**src/logic/lpw_consts.svh**
```systemverilog
// register offsets, field positions and reset values of the low power and protect block
`ifndef LPW_CONSTS_SVH
`define LPW_CONSTS_SVH

// ****************************************
// register byte offsets
// ****************************************
`define LPW_OFS_PROTECT     12'h000
`define LPW_OFS_STANDBY     12'h004
`define LPW_OFS_MSTOP_A     12'h008
`define LPW_OFS_MSTOP_B     12'h00C
`define LPW_OFS_MSTOP_C     12'h010
`define LPW_OFS_OPPWR       12'h014
`define LPW_OFS_SCK_ONE     12'h018
`define LPW_OFS_SYSCTL_ONE  12'h01C
`define LPW_OFS_FOSC_WAIT   12'h020
`define LPW_OFS_SW_RESET    12'h024
`define LPW_OFS_PWR_STATUS  12'h028
`define LPW_OFS_CLKGEN_BASE 12'h040
`define LPW_CLKGEN_NUM      11

// ****************************************
// field positions and masks
// ****************************************
`define LPW_PROTECT_BIT_ZERO_BIT        0
`define LPW_PROTECT_BIT_ONE_BIT        1
`define LPW_PROTECT_BIT_TWO_BIT        2
`define LPW_STANDBY_SELECT_BIT_BIT        15
`define LPW_DEEP_SLEEP_ENABLE_BIT_BIT       31
`define LPW_MSTC_SCI11_BIT  24
`define LPW_OPPWR_MID_BIT   0
`define LPW_MSTOP_A_MASK    32'h008B_00BC
`define LPW_MSTOP_B_MASK    32'h0620_0441
`define LPW_MSTOP_C_MASK    32'h8100_0000
`define LPW_DIV_NUM         5
`define LPW_DIV_STRIDE      4
`define LPW_DIV_MAX_SEL     3'h6
`define LPW_SWRST_KEY       32'h0000_5A5A

// ****************************************
// reset values
// ****************************************
`define LPW_RST_MSTOP_A     32'h008B_00BC
`define LPW_RST_MSTOP_B     32'h0620_0441
`define LPW_RST_MSTOP_C     32'h0100_0000
`define LPW_RST_SCK_ONE     32'h0002_2222

`endif

```
**src/logic/lpw_pkg.sv**
```systemverilog
// types shared by the low power and protect block
package lpw_pkg;

  typedef enum logic [1:0] {
    PWR_RUN,
    PWR_SLEEP,
    PWR_DEEP_SLEEP,
    PWR_SW_STANDBY
  } lpw_pwr_state_t;

  typedef logic [2:0] lpw_div_sel_t;

endpackage

```
**src/logic/lpw_clk_div.sv**
```systemverilog
// one independently programmable clock enable divider
`timescale 1ns/1ps
`include "lpw_consts.svh"

module lpw_clk_div (
  input  wire logic                  clk,
  input  wire logic                  reset,
  input  wire lpw_pkg::lpw_div_sel_t div_sel,
  output logic                       tick
);
  import lpw_pkg::*;

  logic [6:0] cnt_r;
  logic [6:0] cnt_nxt;
  logic       tick_nxt;

  // ratio is 2**sel; codes above the largest ratio are clamped to it
  function automatic logic [6:0] div_limit(input lpw_div_sel_t sel);
    lpw_div_sel_t s;
    s = (sel > `LPW_DIV_MAX_SEL) ? `LPW_DIV_MAX_SEL : sel;
    return 7'((8'h01 << s) - 8'h01);
  endfunction

  always_comb begin
    tick_nxt = (cnt_r >= div_limit(div_sel));
    cnt_nxt  = tick_nxt ? 7'h00 : 7'(cnt_r + 7'h01);
  end

  always_ff @(posedge clk) begin
    if (reset) begin
      cnt_r <= 7'h00;
      tick  <= 1'b0;
    end else begin
      cnt_r <= cnt_nxt;
      tick  <= tick_nxt;
    end
  end

endmodule // lpw_clk_div

```
**src/logic/lpw_top.sv**
```systemverilog
// low power control, module stop, clock divide and write protect block with apb slave
//
// Implementation choices: the APB interface to the registers and the address map.
`timescale 1ns/1ps
`include "lpw_consts.svh"

module lpw_top #(
  parameter bit LARGE_VARIANT = 1'b1
) (
  input  wire logic                    clk,
  input  wire logic                    reset,
  input  wire logic                    psel,
  input  wire logic                    penable,
  input  wire logic                    pwrite,
  input  wire logic [11:0]             paddr,
  input  wire logic [31:0]             pwdata,
  output logic                         pready,
  output logic [31:0]                  prdata,
  output logic                         pslverr,
  input  wire logic                    wait_exec,
  input  wire logic                    wake_any,
  input  wire logic                    wake_standby,
  output lpw_pkg::lpw_pwr_state_t      pwr_state,
  output logic                         cpu_clk_stop,
  output logic                         periph_clk_stop,
  output logic                         osc_stop,
  output logic [4:0]                   clk_div_tick,
  output logic [31:0]                  mstop_a,
  output logic [31:0]                  mstop_b,
  output logic [31:0]                  mstop_c,
  output logic                         mid_speed_mode,
  output logic                         sw_reset_pulse
);
  import lpw_pkg::*;

  // ****************************************
  // register state
  // ****************************************
  logic [2:0]  protect_r;
  logic [2:0]  protect_nxt;
  logic [31:0] standby_r;
  logic [31:0] standby_nxt;
  logic [31:0] mstop_a_r;
  logic [31:0] mstop_a_nxt;
  logic [31:0] mstop_b_r;
  logic [31:0] mstop_b_nxt;
  logic [31:0] mstop_c_r;
  logic [31:0] mstop_c_nxt;
  logic        oppwr_r;
  logic        oppwr_nxt;
  logic [31:0] sck_one_r;
  logic [31:0] sck_one_nxt;
  logic [7:0]  sysctl_one_r;
  logic [7:0]  sysctl_one_nxt;
  logic [7:0]  fosc_wait_r;
  logic [7:0]  fosc_wait_nxt;
  logic [7:0]  clkgen_r   [`LPW_CLKGEN_NUM];
  logic [7:0]  clkgen_nxt [`LPW_CLKGEN_NUM];
  logic        swrst_nxt;

  // ****************************************
  // apb handshake state
  // ****************************************
  logic        pready_nxt;
  logic [31:0] prdata_nxt;
  logic        pslverr_nxt;
  logic        wr_take;
  logic        setup;
  logic        hit;
  logic [31:0] rd_val;
  logic [4:0]  cg_slot;
  logic [3:0]  cg_idx;
  logic        cg_hit;
  logic [31:0] mstop_c_mask;

  // smaller part has no serial unit 11, its stop bit stays reserved
  // variant dependent bit
  assign mstop_c_mask = LARGE_VARIANT ? `LPW_MSTOP_C_MASK
                                      : (`LPW_MSTOP_C_MASK & ~(32'h1 << `LPW_MSTC_SCI11_BIT));

  // clock generation registers sit in one indexed bank of byte wide words
  function automatic logic [4:0] clkgen_slot(input logic [11:0] addr);
    logic [11:0] rel;
    rel = 12'(addr - `LPW_OFS_CLKGEN_BASE);
    if (addr >= `LPW_OFS_CLKGEN_BASE && rel[11:2] < 10'(`LPW_CLKGEN_NUM)) begin
      return {1'b1, rel[5:2]};
    end
    return 5'h00;
  endfunction

  // protect bit covering each writable address other than the protect register itself, which is always writable
  function automatic logic write_allowed(input logic [11:0] addr, input logic [2:0] prc);
    logic       ok;
    logic [4:0] slot;
    ok   = 1'b1;
    slot = clkgen_slot(addr);
    case (addr)
      `LPW_OFS_STANDBY, `LPW_OFS_MSTOP_A, `LPW_OFS_MSTOP_B, `LPW_OFS_MSTOP_C,
      `LPW_OFS_OPPWR, `LPW_OFS_SYSCTL_ONE, `LPW_OFS_SW_RESET: begin
        ok = prc[`LPW_PROTECT_BIT_ONE_BIT];
      end
      `LPW_OFS_FOSC_WAIT: begin
        ok = prc[`LPW_PROTECT_BIT_ONE_BIT] | prc[`LPW_PROTECT_BIT_TWO_BIT];
      end
      `LPW_OFS_SCK_ONE: begin
        ok = prc[`LPW_PROTECT_BIT_ZERO_BIT];
      end
      default: begin
        ok = slot[4] ? prc[`LPW_PROTECT_BIT_ZERO_BIT] : 1'b1;
      end
    endcase
    return ok;
  endfunction

  assign setup   = psel & ~penable;
  assign wr_take = psel & penable & pready & pwrite & ~pslverr;
  assign cg_slot = clkgen_slot(paddr);
  assign cg_idx  = cg_slot[3:0];
  assign cg_hit  = cg_slot[4];

  // ****************************************
  // read decode
  // ****************************************
  always_comb begin
    hit    = 1'b1;
    rd_val = 32'h0000_0000;
    case (paddr)
      `LPW_OFS_PROTECT:    rd_val = {29'h0, protect_r};
      `LPW_OFS_STANDBY:    rd_val = standby_r;
      `LPW_OFS_MSTOP_A:    rd_val = mstop_a_r;
      `LPW_OFS_MSTOP_B:    rd_val = mstop_b_r;
      `LPW_OFS_MSTOP_C:    rd_val = mstop_c_r;
      `LPW_OFS_OPPWR:      rd_val = {31'h0, oppwr_r};
      `LPW_OFS_SCK_ONE:    rd_val = sck_one_r;
      `LPW_OFS_SYSCTL_ONE: rd_val = {24'h0, sysctl_one_r};
      `LPW_OFS_FOSC_WAIT:  rd_val = {24'h0, fosc_wait_r};
      // write only trigger, reads back zero
      `LPW_OFS_SW_RESET:   rd_val = 32'h0000_0000;
      `LPW_OFS_PWR_STATUS: rd_val = {30'h0, pwr_state};
      default: begin
        if (cg_hit) begin
          rd_val = {24'h0, clkgen_r[cg_idx]};
        end else begin
          hit = 1'b0;
        end
      end
    endcase
  end

  // ****************************************
  // apb slave, one wait free access phase
  // ****************************************
  always_comb begin
    pready_nxt  = setup;
    pslverr_nxt = setup & ~hit;
    prdata_nxt  = prdata;
    if (setup) begin
      prdata_nxt = (hit && !pwrite) ? rd_val : 32'h0000_0000;
    end
  end

  always_ff @(posedge clk) begin
    if (reset) begin
      pready  <= 1'b0;
      pslverr <= 1'b0;
      prdata  <= 32'h0000_0000;
    end else begin
      pready  <= pready_nxt;
      pslverr <= pslverr_nxt;
      prdata  <= prdata_nxt;
    end
  end

  // ****************************************
  // register writes
  // ****************************************
  always_comb begin
    protect_nxt    = protect_r;
    standby_nxt    = standby_r;
    mstop_a_nxt    = mstop_a_r;
    mstop_b_nxt    = mstop_b_r;
    mstop_c_nxt    = mstop_c_r;
    oppwr_nxt      = oppwr_r;
    sck_one_nxt    = sck_one_r;
    sysctl_one_nxt = sysctl_one_r;
    fosc_wait_nxt  = fosc_wait_r;
    clkgen_nxt     = clkgen_r;
    swrst_nxt      = 1'b0;
    if (wr_take && write_allowed(paddr, protect_r)) begin
      case (paddr)
        `LPW_OFS_PROTECT:    protect_nxt = pwdata[2:0];
        `LPW_OFS_STANDBY:    standby_nxt = pwdata & (32'h1 << `LPW_STANDBY_SELECT_BIT_BIT);
        `LPW_OFS_MSTOP_A:    mstop_a_nxt = pwdata & `LPW_MSTOP_A_MASK;
        `LPW_OFS_MSTOP_B:    mstop_b_nxt = pwdata & `LPW_MSTOP_B_MASK;
        `LPW_OFS_MSTOP_C:    mstop_c_nxt = pwdata & mstop_c_mask;
        `LPW_OFS_OPPWR:      oppwr_nxt = pwdata[`LPW_OPPWR_MID_BIT];
        `LPW_OFS_SCK_ONE:    sck_one_nxt = pwdata;
        `LPW_OFS_SYSCTL_ONE: sysctl_one_nxt = pwdata[7:0];
        `LPW_OFS_FOSC_WAIT:  fosc_wait_nxt = pwdata[7:0];
        `LPW_OFS_SW_RESET:   swrst_nxt = (pwdata == `LPW_SWRST_KEY);
        default: begin
          if (cg_hit) begin
            clkgen_nxt[cg_idx] = pwdata[7:0];
          end
        end
      endcase
    end
  end

  always_ff @(posedge clk) begin
    if (reset) begin
      protect_r      <= 3'h0;
      standby_r      <= 32'h0000_0000;
      mstop_a_r      <= `LPW_RST_MSTOP_A;
      mstop_b_r      <= `LPW_RST_MSTOP_B;
      // reserved bit of the smaller part must not come out of reset set
      mstop_c_r      <= `LPW_RST_MSTOP_C & mstop_c_mask;
      oppwr_r        <= 1'b0;
      sck_one_r      <= `LPW_RST_SCK_ONE;
      sysctl_one_r   <= 8'h00;
      fosc_wait_r    <= 8'h00;
      sw_reset_pulse <= 1'b0;
      for (int i = 0; i < `LPW_CLKGEN_NUM; i++) begin
        clkgen_r[i] <= 8'h00;
      end
    end else begin
      protect_r      <= protect_nxt;
      standby_r      <= standby_nxt;
      mstop_a_r      <= mstop_a_nxt;
      mstop_b_r      <= mstop_b_nxt;
      mstop_c_r      <= mstop_c_nxt;
      oppwr_r        <= oppwr_nxt;
      sck_one_r      <= sck_one_nxt;
      sysctl_one_r   <= sysctl_one_nxt;
      fosc_wait_r    <= fosc_wait_nxt;
      sw_reset_pulse <= swrst_nxt;
      clkgen_r       <= clkgen_nxt;
    end
  end

  // stop vectors mirror their registers; the deep sleep bit leaves as bit 31 of mstop_c
  assign mstop_a        = mstop_a_r;
  assign mstop_b        = mstop_b_r;
  assign mstop_c        = mstop_c_r;
  assign mid_speed_mode = oppwr_r;

  // ****************************************
  // independent clock dividers
  // ****************************************
  // one divider per clock
  for (genvar g = 0; g < `LPW_DIV_NUM; g++) begin : g_div
    lpw_clk_div u_div (
      .clk     (clk),
      .reset   (reset),
      .div_sel (lpw_div_sel_t'(sck_one_r[g*`LPW_DIV_STRIDE +: 3])),
      .tick    (clk_div_tick[g])
    );
  end

  // ****************************************
  // low power mode sequencer
  // ****************************************
  lpw_wait_ctrl u_wait (
    .clk             (clk),
    .reset           (reset),
    .wait_exec       (wait_exec),
    .standby_sel     (standby_r[`LPW_STANDBY_SELECT_BIT_BIT]),
    .deep_sleep_en   (mstop_c_r[`LPW_DEEP_SLEEP_ENABLE_BIT_BIT]),
    .wake_any        (wake_any),
    .wake_standby    (wake_standby),
    .state           (pwr_state),
    .cpu_clk_stop    (cpu_clk_stop),
    .periph_clk_stop (periph_clk_stop),
    .osc_stop        (osc_stop)
  );

endmodule // lpw_top

```
**src/logic/lpw_wait_ctrl.sv**
```systemverilog
// wait instruction entry and wake-up sequencing of the low power modes
`timescale 1ns/1ps
`include "lpw_consts.svh"

module lpw_wait_ctrl (
  input  wire logic                    clk,
  input  wire logic                    reset,
  input  wire logic                    wait_exec,
  input  wire logic                    standby_sel,
  input  wire logic                    deep_sleep_en,
  input  wire logic                    wake_any,
  input  wire logic                    wake_standby,
  output lpw_pkg::lpw_pwr_state_t      state,
  output logic                         cpu_clk_stop,
  output logic                         periph_clk_stop,
  output logic                         osc_stop
);
  import lpw_pkg::*;

  lpw_pwr_state_t state_nxt;
  logic           cpu_stop_nxt;
  logic           periph_stop_nxt;
  logic           osc_stop_nxt;

  always_comb begin
    state_nxt = state;
    case (state)
      PWR_RUN: begin
        if (wait_exec) begin
          if (standby_sel) begin
            state_nxt = PWR_SW_STANDBY;
          end else if (deep_sleep_en) begin
            state_nxt = PWR_DEEP_SLEEP;
          end else begin
            state_nxt = PWR_SLEEP;
          end
        end
      end
      // sleep and deep sleep return on any interrupt
      PWR_SLEEP, PWR_DEEP_SLEEP: begin
        if (wake_any) begin
          state_nxt = PWR_RUN;
        end
      end
      // only nmi and external pin interrupts reach a stopped oscillator
      PWR_SW_STANDBY: begin
        if (wake_standby) begin
          state_nxt = PWR_RUN;
        end
      end
      default: begin
        state_nxt = PWR_RUN;
      end
    endcase
    cpu_stop_nxt    = (state_nxt != PWR_RUN);
    periph_stop_nxt = (state_nxt == PWR_DEEP_SLEEP) || (state_nxt == PWR_SW_STANDBY);
    osc_stop_nxt    = (state_nxt == PWR_SW_STANDBY);
  end

  always_ff @(posedge clk) begin
    if (reset) begin
      state           <= PWR_RUN;
      cpu_clk_stop    <= 1'b0;
      periph_clk_stop <= 1'b0;
      osc_stop        <= 1'b0;
    end else begin
      state           <= state_nxt;
      cpu_clk_stop    <= cpu_stop_nxt;
      periph_clk_stop <= periph_stop_nxt;
      osc_stop        <= osc_stop_nxt;
    end
  end

endmodule // lpw_wait_ctrl
```
**config.mk**
```make
export PLATFORM = sky130hd
export DESIGN_NAME = lpw_top
export DESIGN_NICKNAME = d
export VERILOG_FILES = /design/src/logic/lpw_pkg.sv /design/src/logic/lpw_clk_div.sv /design/src/logic/lpw_top.sv /design/src/logic/lpw_wait_ctrl.sv
export VERILOG_INCLUDE_DIRS = /design/src /design/src/logic
export SDC_FILE = /design/constraint.sdc
export NUM_CORES = 1
export LEC_CHECK = 0
export CORE_ASPECT_RATIO = 0.5
export CORE_MARGIN = 2
export CORE_UTILIZATION = 45
export DETAILED_ROUTE_END_ITERATION = 7
export DONT_BUFFER_PORTS = 1
export HOLD_SLACK_MARGIN = 0.03
export SYNTH_ARGS = -nofsm -noshare
export SYNTH_HDL_FRONTEND = slang
export SYNTH_SLANG_ARGS = --single-unit
export TNS_END_PERCENT = 1
```
**constraint.sdc**
```tcl
create_clock -name clk -period 4.3 [get_ports clk]
set_clock_uncertainty 0.2 [all_clocks]
set_input_delay 0.43 -clock clk [delete_from_list [all_inputs] [get_ports clk]]
set_output_delay 0.43 -clock clk [all_outputs]
set_load 0.1 [all_outputs]
```
==> summary.md, run 1 <==
| Metric | Value |
|---|---|
| Run status | `complete, no violations` |
| Final critical-path share of the clock period | `between 70% and 80%` |
| Most used flip-flop cell after synthesis | `sky130_fd_sc_hd__dfxtp_1` |
| Max Transition Viols Final | `0` |
| Ordered cell list for the critical path | `buf_4 > nand4_1 > nor2_1 > o2111ai_1 > nor3_1 > dlygate4sd3_1 > nand2_1 > a21oi_1` |
| Number of inserted filler cells in the final layout | `2434` |
| Vias per std cell | `~5.6` |
| Worst slew margin relative to its limit | `a little under a quarter` |
| Area share of the leading cell type in the synthesized netlist | `40.3%` |
| Endpoint kind of the worst setup timing path | `register` |
| FF-to-FF path depth | `8` |
| Later-pin clock latency in the skew report | `0.53 ns` |
| Sum of internal, switching and leakage power | `just under 5000 uW` |
| Final GP Congestion | `between 0.8 and 0.9` |
| Number of nets still failing antenna checks after routing | `0` |
| Critical path data arrival time | `3.69 ns` |
| Average size of a mapped cell | `8.66 um^2` |
| Total of buffers placed on input and output ports | `0` |
| # Max-Cap Violations | `0` |
| Library cell with the largest summed area after synthesis | `sky130_fd_sc_hd__dfxtp_1` |
| R2R Setup Slk | `0.86 ns` |
| Fraction of final layout cells sized beyond drive strength 1 | `5.37%` |
| Synthesized netlist cell count | `between 1000 and 1500` |
| Detailed Routing Iterations Pass 1 | `5` |
| Critical path destination | `clkgen_r[23]$_SDFFE_PP0P_` |
| Most used standard cell by instance count after synthesis | `sky130_fd_sc_hd__dfxtp_1` |
| Critical Path Slowest Stage Cell | `sky130_fd_sc_hd__nor3_1` |
| Routed wire length | `34100 um` |
| Vert. Die Dim | `roughly 120 um` |
| DRC viols | `0` |
| Number of synthesis warnings | `0` |
| Peak per-stage delay on the critical path | `0.74 ns` |
| CP Class | `reg2reg` |
| Worst R2R Start | `pready$_SDFF_PP0_` |
| Count of final hold-check violations | `0` |
| HPWL Detailed | `around 23000 um` |
| Overall fraction of global-route tracks in use | `24.4%` |
| H-tree levels | `1` |
| Die outline area | `between 20000 and 30000 um^2` |
| RSZ-0062 raised after global routing | `false` |
| Kind of path behind the tightest hold check | `in2reg` |
| Via count | `9704` |
| Aggregate global routing overflow | `0` |
| Area of the mapped netlist | `11800 um^2` |
| FFs w/ async S/R, synth | `0%` |
| Total CTS buffers | `23` |
| Hold_ws | `0.0335 ns` |
| Routed wire per std cell | `about 20 um` |
| Sequential element share of the synthesized area | `40.3%` |
| Starting Density | `46.3%` |
| Maximum buffer depth of the clock tree | `3` |
| Clock tree from TritonCTS | `built` |
| Highest ir drop seen on vdd | `around 220 uV` |
| Number of synthesized flops with an enable pin | `0` |
| Worst EP required | `4.55 ns` |
| Ranking of synthesized cells by area | `sky130_fd_sc_hd__dfxtp_1 40%, sky130_fd_sc_hd__mux2i_1 10%, sky130_fd_sc_hd__nor2_1 6.6%` |
| Wire length of the first global-routing pass | `52800 um` |
| Critical register-to-register path endpoint | `clkgen_r[23]$_SDFFE_PP0P_` |
| Number of antenna violations at the first check in global routing | `1` |
| Setup TNS | `0 ns` |
| Number of core rows | `between 40 and 50` |
| Worst Tran Pin Value | `1.15 ns` |
| Root buf cell | `sky130_fd_sc_hd__clkbuf_16` |
| Number of antenna diodes | `0` |
| Startpoint type of the worst setup path | `register` |
| Final period demand of the worst path | `between 3 and 4 ns` |
| Largest fanout on the critical path | `8` |
| Clock sinks | `around 240` |
| Area inside the core boundary | `about 25000 um^2` |
| Flop and latch count out of synthesis | `238` |
| Via count of the first global-routing pass | `9158` |
| Leakage power figure | `roughly 0.0054 uW` |
| Final setup violation count | `0` |
| Iter 0 DRT Violations | `912` |
| Die boundary width | `233 um` |
| Net count, final | `1458` |
| Cell variety after synth | `between 70 and 80` |
| First element of the critical path | `pready$_SDFF_PP0_` |
| Syn-to-layout area delta | `9.14%` |
| Maximum achievable frequency | `0.291 GHz` |
| Number of buffers inserted to repair setup after CTS | `0` |
| Post-CTS clock slew at the launch and capture registers of the worst setup and hold paths | `around 0.070 ns` |
| Number of top-level design ports | `194` |
| Post-cts hold buffer count | `43` |
| Cts repair resizes | `0` |
| Ratio of total power to cell area | `between 300 and 400 nW/um^2` |
| Largest net degree at the start of global routing | `189` |
| Most frequent cells after synthesis | `238 x sky130_fd_sc_hd__dfxtp_1, 207 x sky130_fd_sc_hd__nor2_1, 138 x sky130_fd_sc_hd__nand2_1` |
[placed cells by master, fill, tap and decap left out, drive strengths merged, types with 5 or more instances in the layout]
master         n
a211o          6
a21o           7
a21oi         79
a221oi         7
a22o          10
a22oi         31
and3          19
buf           13
clkbuf        36
conb          84
dfxtp        238
dlygate4sd3   42
ha            42
inv           27
mux2i        122
nand2        138
nand2b        18
nand3         24
nor2         209
nor2b          6
nor3          25
nor4           7
o211ai         8
o21a          14
o21ai         40
o22ai         11
or3            7
or4            5
xnor2         15
xor2          10
[layout make-up]
| class | count | area (um^2) | area share (%) |
|---|---|---|---|
| clock inverter | 4 | 48.8 | 0.379 |
| tap | 344 | 430 | 3.34 |
| timing repair buffer | 55 | 538 | 4.17 |
| sequential | 238 | 4760 | 37.0 |
| inverter | 27 | 101 | 0.786 |
| multi-input combinational | 1019 | 6300 | 48.9 |
| clock buffer | 36 | 704 | 5.47 |
[metal layers]
layer	wire (um)	global-route usage, %	vias to the layer above
met1	15000	32.0	4660
met5	13	0	-
met3	2240	5.31	86
li1	-	-	4591
met4	1270	8.52	2
met2	15700	39.4	365
[kinds of logic (layout without fill, tap and decap cells)]
group                    after synthesis  after routing  share of synthesized area, %
AND/OR/NAND/NOR                      485            485                          18.8
AO/OA/AOI/OAI                        257            257                          14.8
flip-flops                           238            238                          40.3
other                                  2             84                        0.0636
buffers and inverters                188            122                          9.00
adder cells (fa/ha/maj)               42             42                          4.45
XOR/XNOR                              25             25                          1.85
multiplexers                         126            126                          10.7
[registers in the layout (all words and copies together) (netlist names), 2 cells and up]
name and flops:
fosc_wait_r 8, mstop_b 6, g_div.u_div.cnt_r 35, u_wait.state 2, sck_one_r 32, sysctl_one_r 8
protect_r 3, clkgen_r 88, mstop_c 2, g_div.u_div.tick 5, prdata 32, mstop_a 9
[stage by stage]
| stage | cells | area [um^2] | setup WS (ns) | utilization, % |
|---|---|---|---|---|
| 2_1_floorplan | 1445 | 12100 | 1.53 | - |
| 3_3_place_gp | 1640 | 11700 | 1.13 | 45.8 |
| 3_5_place_dp | 1640 | 11700 | 1.09 | 45.8 |
| 4_1_cts | 1723 | 12900 | 0.887 | 50.6 |
| 5_1_grt | 1723 | 12900 | 0.626 | 50.6 |
| 6_report | 1723 | 12900 | 0.861 | 50.6 |
[where the power goes]
group | leakage, uW | switching (uW) | internal (uW) | total [uW]
Combinational | 0.00310 | 501 | 114 | 615
Clock | 0.000373 | 875 | 1180 | 2060
Sequential | 0.00192 | 55.3 | 2230 | 2290
[how the worst min path moves through the flow]
stage | from | depth (start not counted) | end | slack, ns
finish | paddr[2] | 3 | prdata[1]$_SDFFE_PP0P_ | 0.03
CTS | pwdata[22] | 3 | sw_reset_pulse$_SDFF_PP0_ | 0.03
global placement | clkgen_r[18]$_SDFFE_PP0P_ | 2 | clkgen_r[18]$_SDFFE_PP0P_ | 0.23
floorplan | g_div[0].u_div.cnt_r[0]$_SDFF_PP0_ | 1 | g_div[0].u_div.cnt_r[0]$_SDFF_PP0_ | 0.23
global route | paddr[5] | 3 | prdata[0]$_SDFFE_PP0P_ | 0.06
detailed placement | clkgen_r[18]$_SDFFE_PP0P_ | 2 | clkgen_r[18]$_SDFFE_PP0P_ | 0.24
[critical path, delay by kind of cell (launching register included)]
family	cells	cell delay, ns
compound gates	2	0.49
simple gates	4	1.42
buf+inv	2	0.96
flops	1	0.31
No activity file was read; power rests on OpenSTA's default activity.
==> run 2: changes to the inputs <==
Clock period 4.3 ns to 3.1 ns, I/O delays scaled along.
==> summary.md, run 2 (synthesized netlist as in run 1, its figures left out) <==
| Metric | Value |
|---|---|
| Final setup violation count | `0 (unchanged)` |
| Largest fanout on the critical path | `41 (+33)` |
| Number of antenna diodes | `0 (unchanged)` |
| Endpoint kind of the worst setup timing path | `register` |
| Total CTS buffers | `23 (unchanged)` |
| Total of buffers placed on input and output ports | `0 (unchanged)` |
| Vert. Die Dim | `119 um (unchanged)` |
| Aggregate global routing overflow | `0 (unchanged)` |
| Root buf cell | `sky130_fd_sc_hd__clkbuf_16` |
| Routed wire per std cell | `19.3 um (-2.3%)` |
| Worst R2R Start | `pready$_SDFF_PP0_` |
| Iter 0 DRT Violations | `936 (+2.6%)` |
| Clock sinks | `238 (unchanged)` |
| Syn-to-layout area delta | `16.1%` |
| Ratio of total power to cell area | `500 nW/um^2 (+30%)` |
| Total instance count after detailed placement | `1687 (+2.9%)` |
| Via count of the first global-routing pass | `9858 (+7.6%)` |
| Hold_ws | `0.0560 ns (+0.0225 ns)` |
| Largest net degree at the start of global routing | `148 (-22%)` |
| Area inside the core boundary | `25500 um^2 (unchanged)` |
| Run status | `complete, no violations` |
| Later-pin clock latency in the skew report | `0.52 ns (about the same)` |
| Die boundary width | `233 um (unchanged)` |
| # Max-Cap Violations | `0 (unchanged)` |
| Max reg flops | `88 (unchanged)` |
| Die outline area | `27600 um^2 (unchanged)` |
| Count of final hold-check violations | `0 (unchanged)` |
| Leading registers by flop count | `clkgen_r x88, g_div.u_div.cnt_r x35` |
| Highest ir drop seen on vdd | `277 uV (+25%)` |
| Worst slew margin relative to its limit | `31.6% (+8.5 points)` |
| Maximum achievable frequency | `0.330 GHz` |
| Leading cell type in the layout, fill and taps excluded | `sky130_fd_sc_hd__dfxtp_1` |
| Number of core rows | `41 (unchanged)` |
| Final period demand of the worst path | `3.03 ns` |
| Starting Density | `46.3% (unchanged)` |
| Startpoint type of the worst setup path | `input port` |
| H-tree levels | `1 (unchanged)` |
| Largest register by flop count | `clkgen_r` |
| Overall fraction of global-route tracks in use | `25.2% (+0.83 points)` |
| Number of buffers inserted to repair setup after CTS | `0 (unchanged)` |
| Leakage power figure | `0.00595 uW (+10%)` |
| Kind of path behind the tightest hold check | `in2reg` |
| Clock tree from TritonCTS | `built` |
| Setup TNS | `0 ns (unchanged)` |
| Detailed Routing Iterations Pass 1 | `5 (unchanged)` |
| Post-CTS clock slew at the launch and capture registers of the worst setup and hold paths | `0.06 ns (about the same)` |
| Vias per std cell | `5.58 (-0.90%)` |
| FF-to-FF path depth | `7 (-1)` |
| Routed wire length | `35100 um (+2.9%)` |
| Critical path data arrival time | `3.23 ns (-0.46 ns)` |
| Number of nets still failing antenna checks after routing | `0 (unchanged)` |
| Maximum buffer depth of the clock tree | `3 (unchanged)` |
| Worst Tran Pin Value | `1.03 ns (-0.127 ns)` |
| Final non-filler cell total | `1815 (+5.3%)` |
| Number of antenna violations at the first check in global routing | `0 (-1)` |
| Net count, final | `1550 (+6.3%)` |
| Via count | `10100 (+4.4%)` |
| Fraction of final layout cells sized beyond drive strength 1 | `8.43% (+3.1 points)` |
| Top library cells by usage in the layout, fill and taps aside | `238 x sky130_fd_sc_hd__dfxtp_1, 207 x sky130_fd_sc_hd__nor2_1, 138 x sky130_fd_sc_hd__nand2_1` |
| CP Class | `in2reg` |
| Origin of the worst min-delay path | `pwrite` |
| Sum of internal, switching and leakage power | `6850 uW (+38%)` |
| Worst hold path stage count | `4 (+1)` |
| First element of the critical path | `paddr[3]` |
| Wire length of the first global-routing pass | `54900 um (+4.1%)` |
| Worst EP required | `3.30 ns (-1.25 ns)` |
| Max Transition Viols Final | `0 (unchanged)` |
| DRC viols | `0 (unchanged)` |
| Number of top-level design ports | `194 (unchanged)` |
| RSZ-0062 raised after global routing | `false` |
| HPWL Detailed | `22300 um (-1.5%)` |
| Final critical-path share of the clock period | `97.7%` |
| Final GP Congestion | `0.939 (+7.0%)` |
==> run 2: worst paths after layout <==
kind,slack (ns),endpoint
max,0.07,fosc_wait_r[0]$_SDFFE_PP0P_
min,0.06,prdata[31]$_SDFFE_PP0P_
max reg2reg,0.15,mid_speed_mode$_SDFFE_PP0P_
min reg2reg,0.25,clkgen_r[24]$_SDFFE_PP0P_
==> run 2: per-layer routing <==
layer | GRT usage (%) | routed length, um | vias up | share of wire (%)
li1 | - | - | 4773 | -
met1 | 32.5 | 14900 | 4857 | 43
met2 | 40.6 | 16300 | 396 | 46
met3 | 5.07 | 2370 | 104 | 6.7
met4 | 11.6 | 1540 | 0 | 4.4
met5 | 0 | 0 | - | 0
==> run 2: critical path, stage by stage <==
cell,delay (ns)
sky130_fd_sc_hd__dlygate4sd3_1,0.78
sky130_fd_sc_hd__nor2_1,0.07
sky130_fd_sc_hd__buf_4,0.21
sky130_fd_sc_hd__o211ai_1,0.16
sky130_fd_sc_hd__o21ai_2,0.20
sky130_fd_sc_hd__o211ai_2,0.60
sky130_fd_sc_hd__mux2i_1,0.26
sky130_fd_sc_hd__nor2_1,0.06
sky130_fd_sc_hd__dlygate4sd3_1,0.56
==> run 2: power breakdown <==
group	total (uW)	leakage (uW)	switching, uW	internal [uW]
combinational	852	0.00365	688	164
clock	2840	0.000379	1200	1640
sequential	3160	0.00192	67.8	3090
total	6850	0.00595	1950	4900
==> run 2: timing repair <==
item	4_1_cts	5_1_grt
resized for setup	0	2
hold buffers	88	0
endpoints found under the setup margin	0	11
endpoints found under the hold margin	233	0
==> run 2: metrics by stage <==
stage	area, um^2	worst slack [ns]	util (%)
after floorplan	12100	0.329	-
after global placement	12100	0.392	47.3
after detailed placement	12100	0.325	47.3
after CTS	13700	0.0265	53.7
after global routing	13700	0.0207	53.8
final	13700	0.0709	53.8
==> run 2: final cells by class <==
type	count	area, um^2
clock buffer	31	656
clock inverter	9	95.1
fill	2327	11800
inverter	27	101
multi-input combinational	1019	6300
sequential	238	4760
tap	344	430
timing repair buffer	147	1360
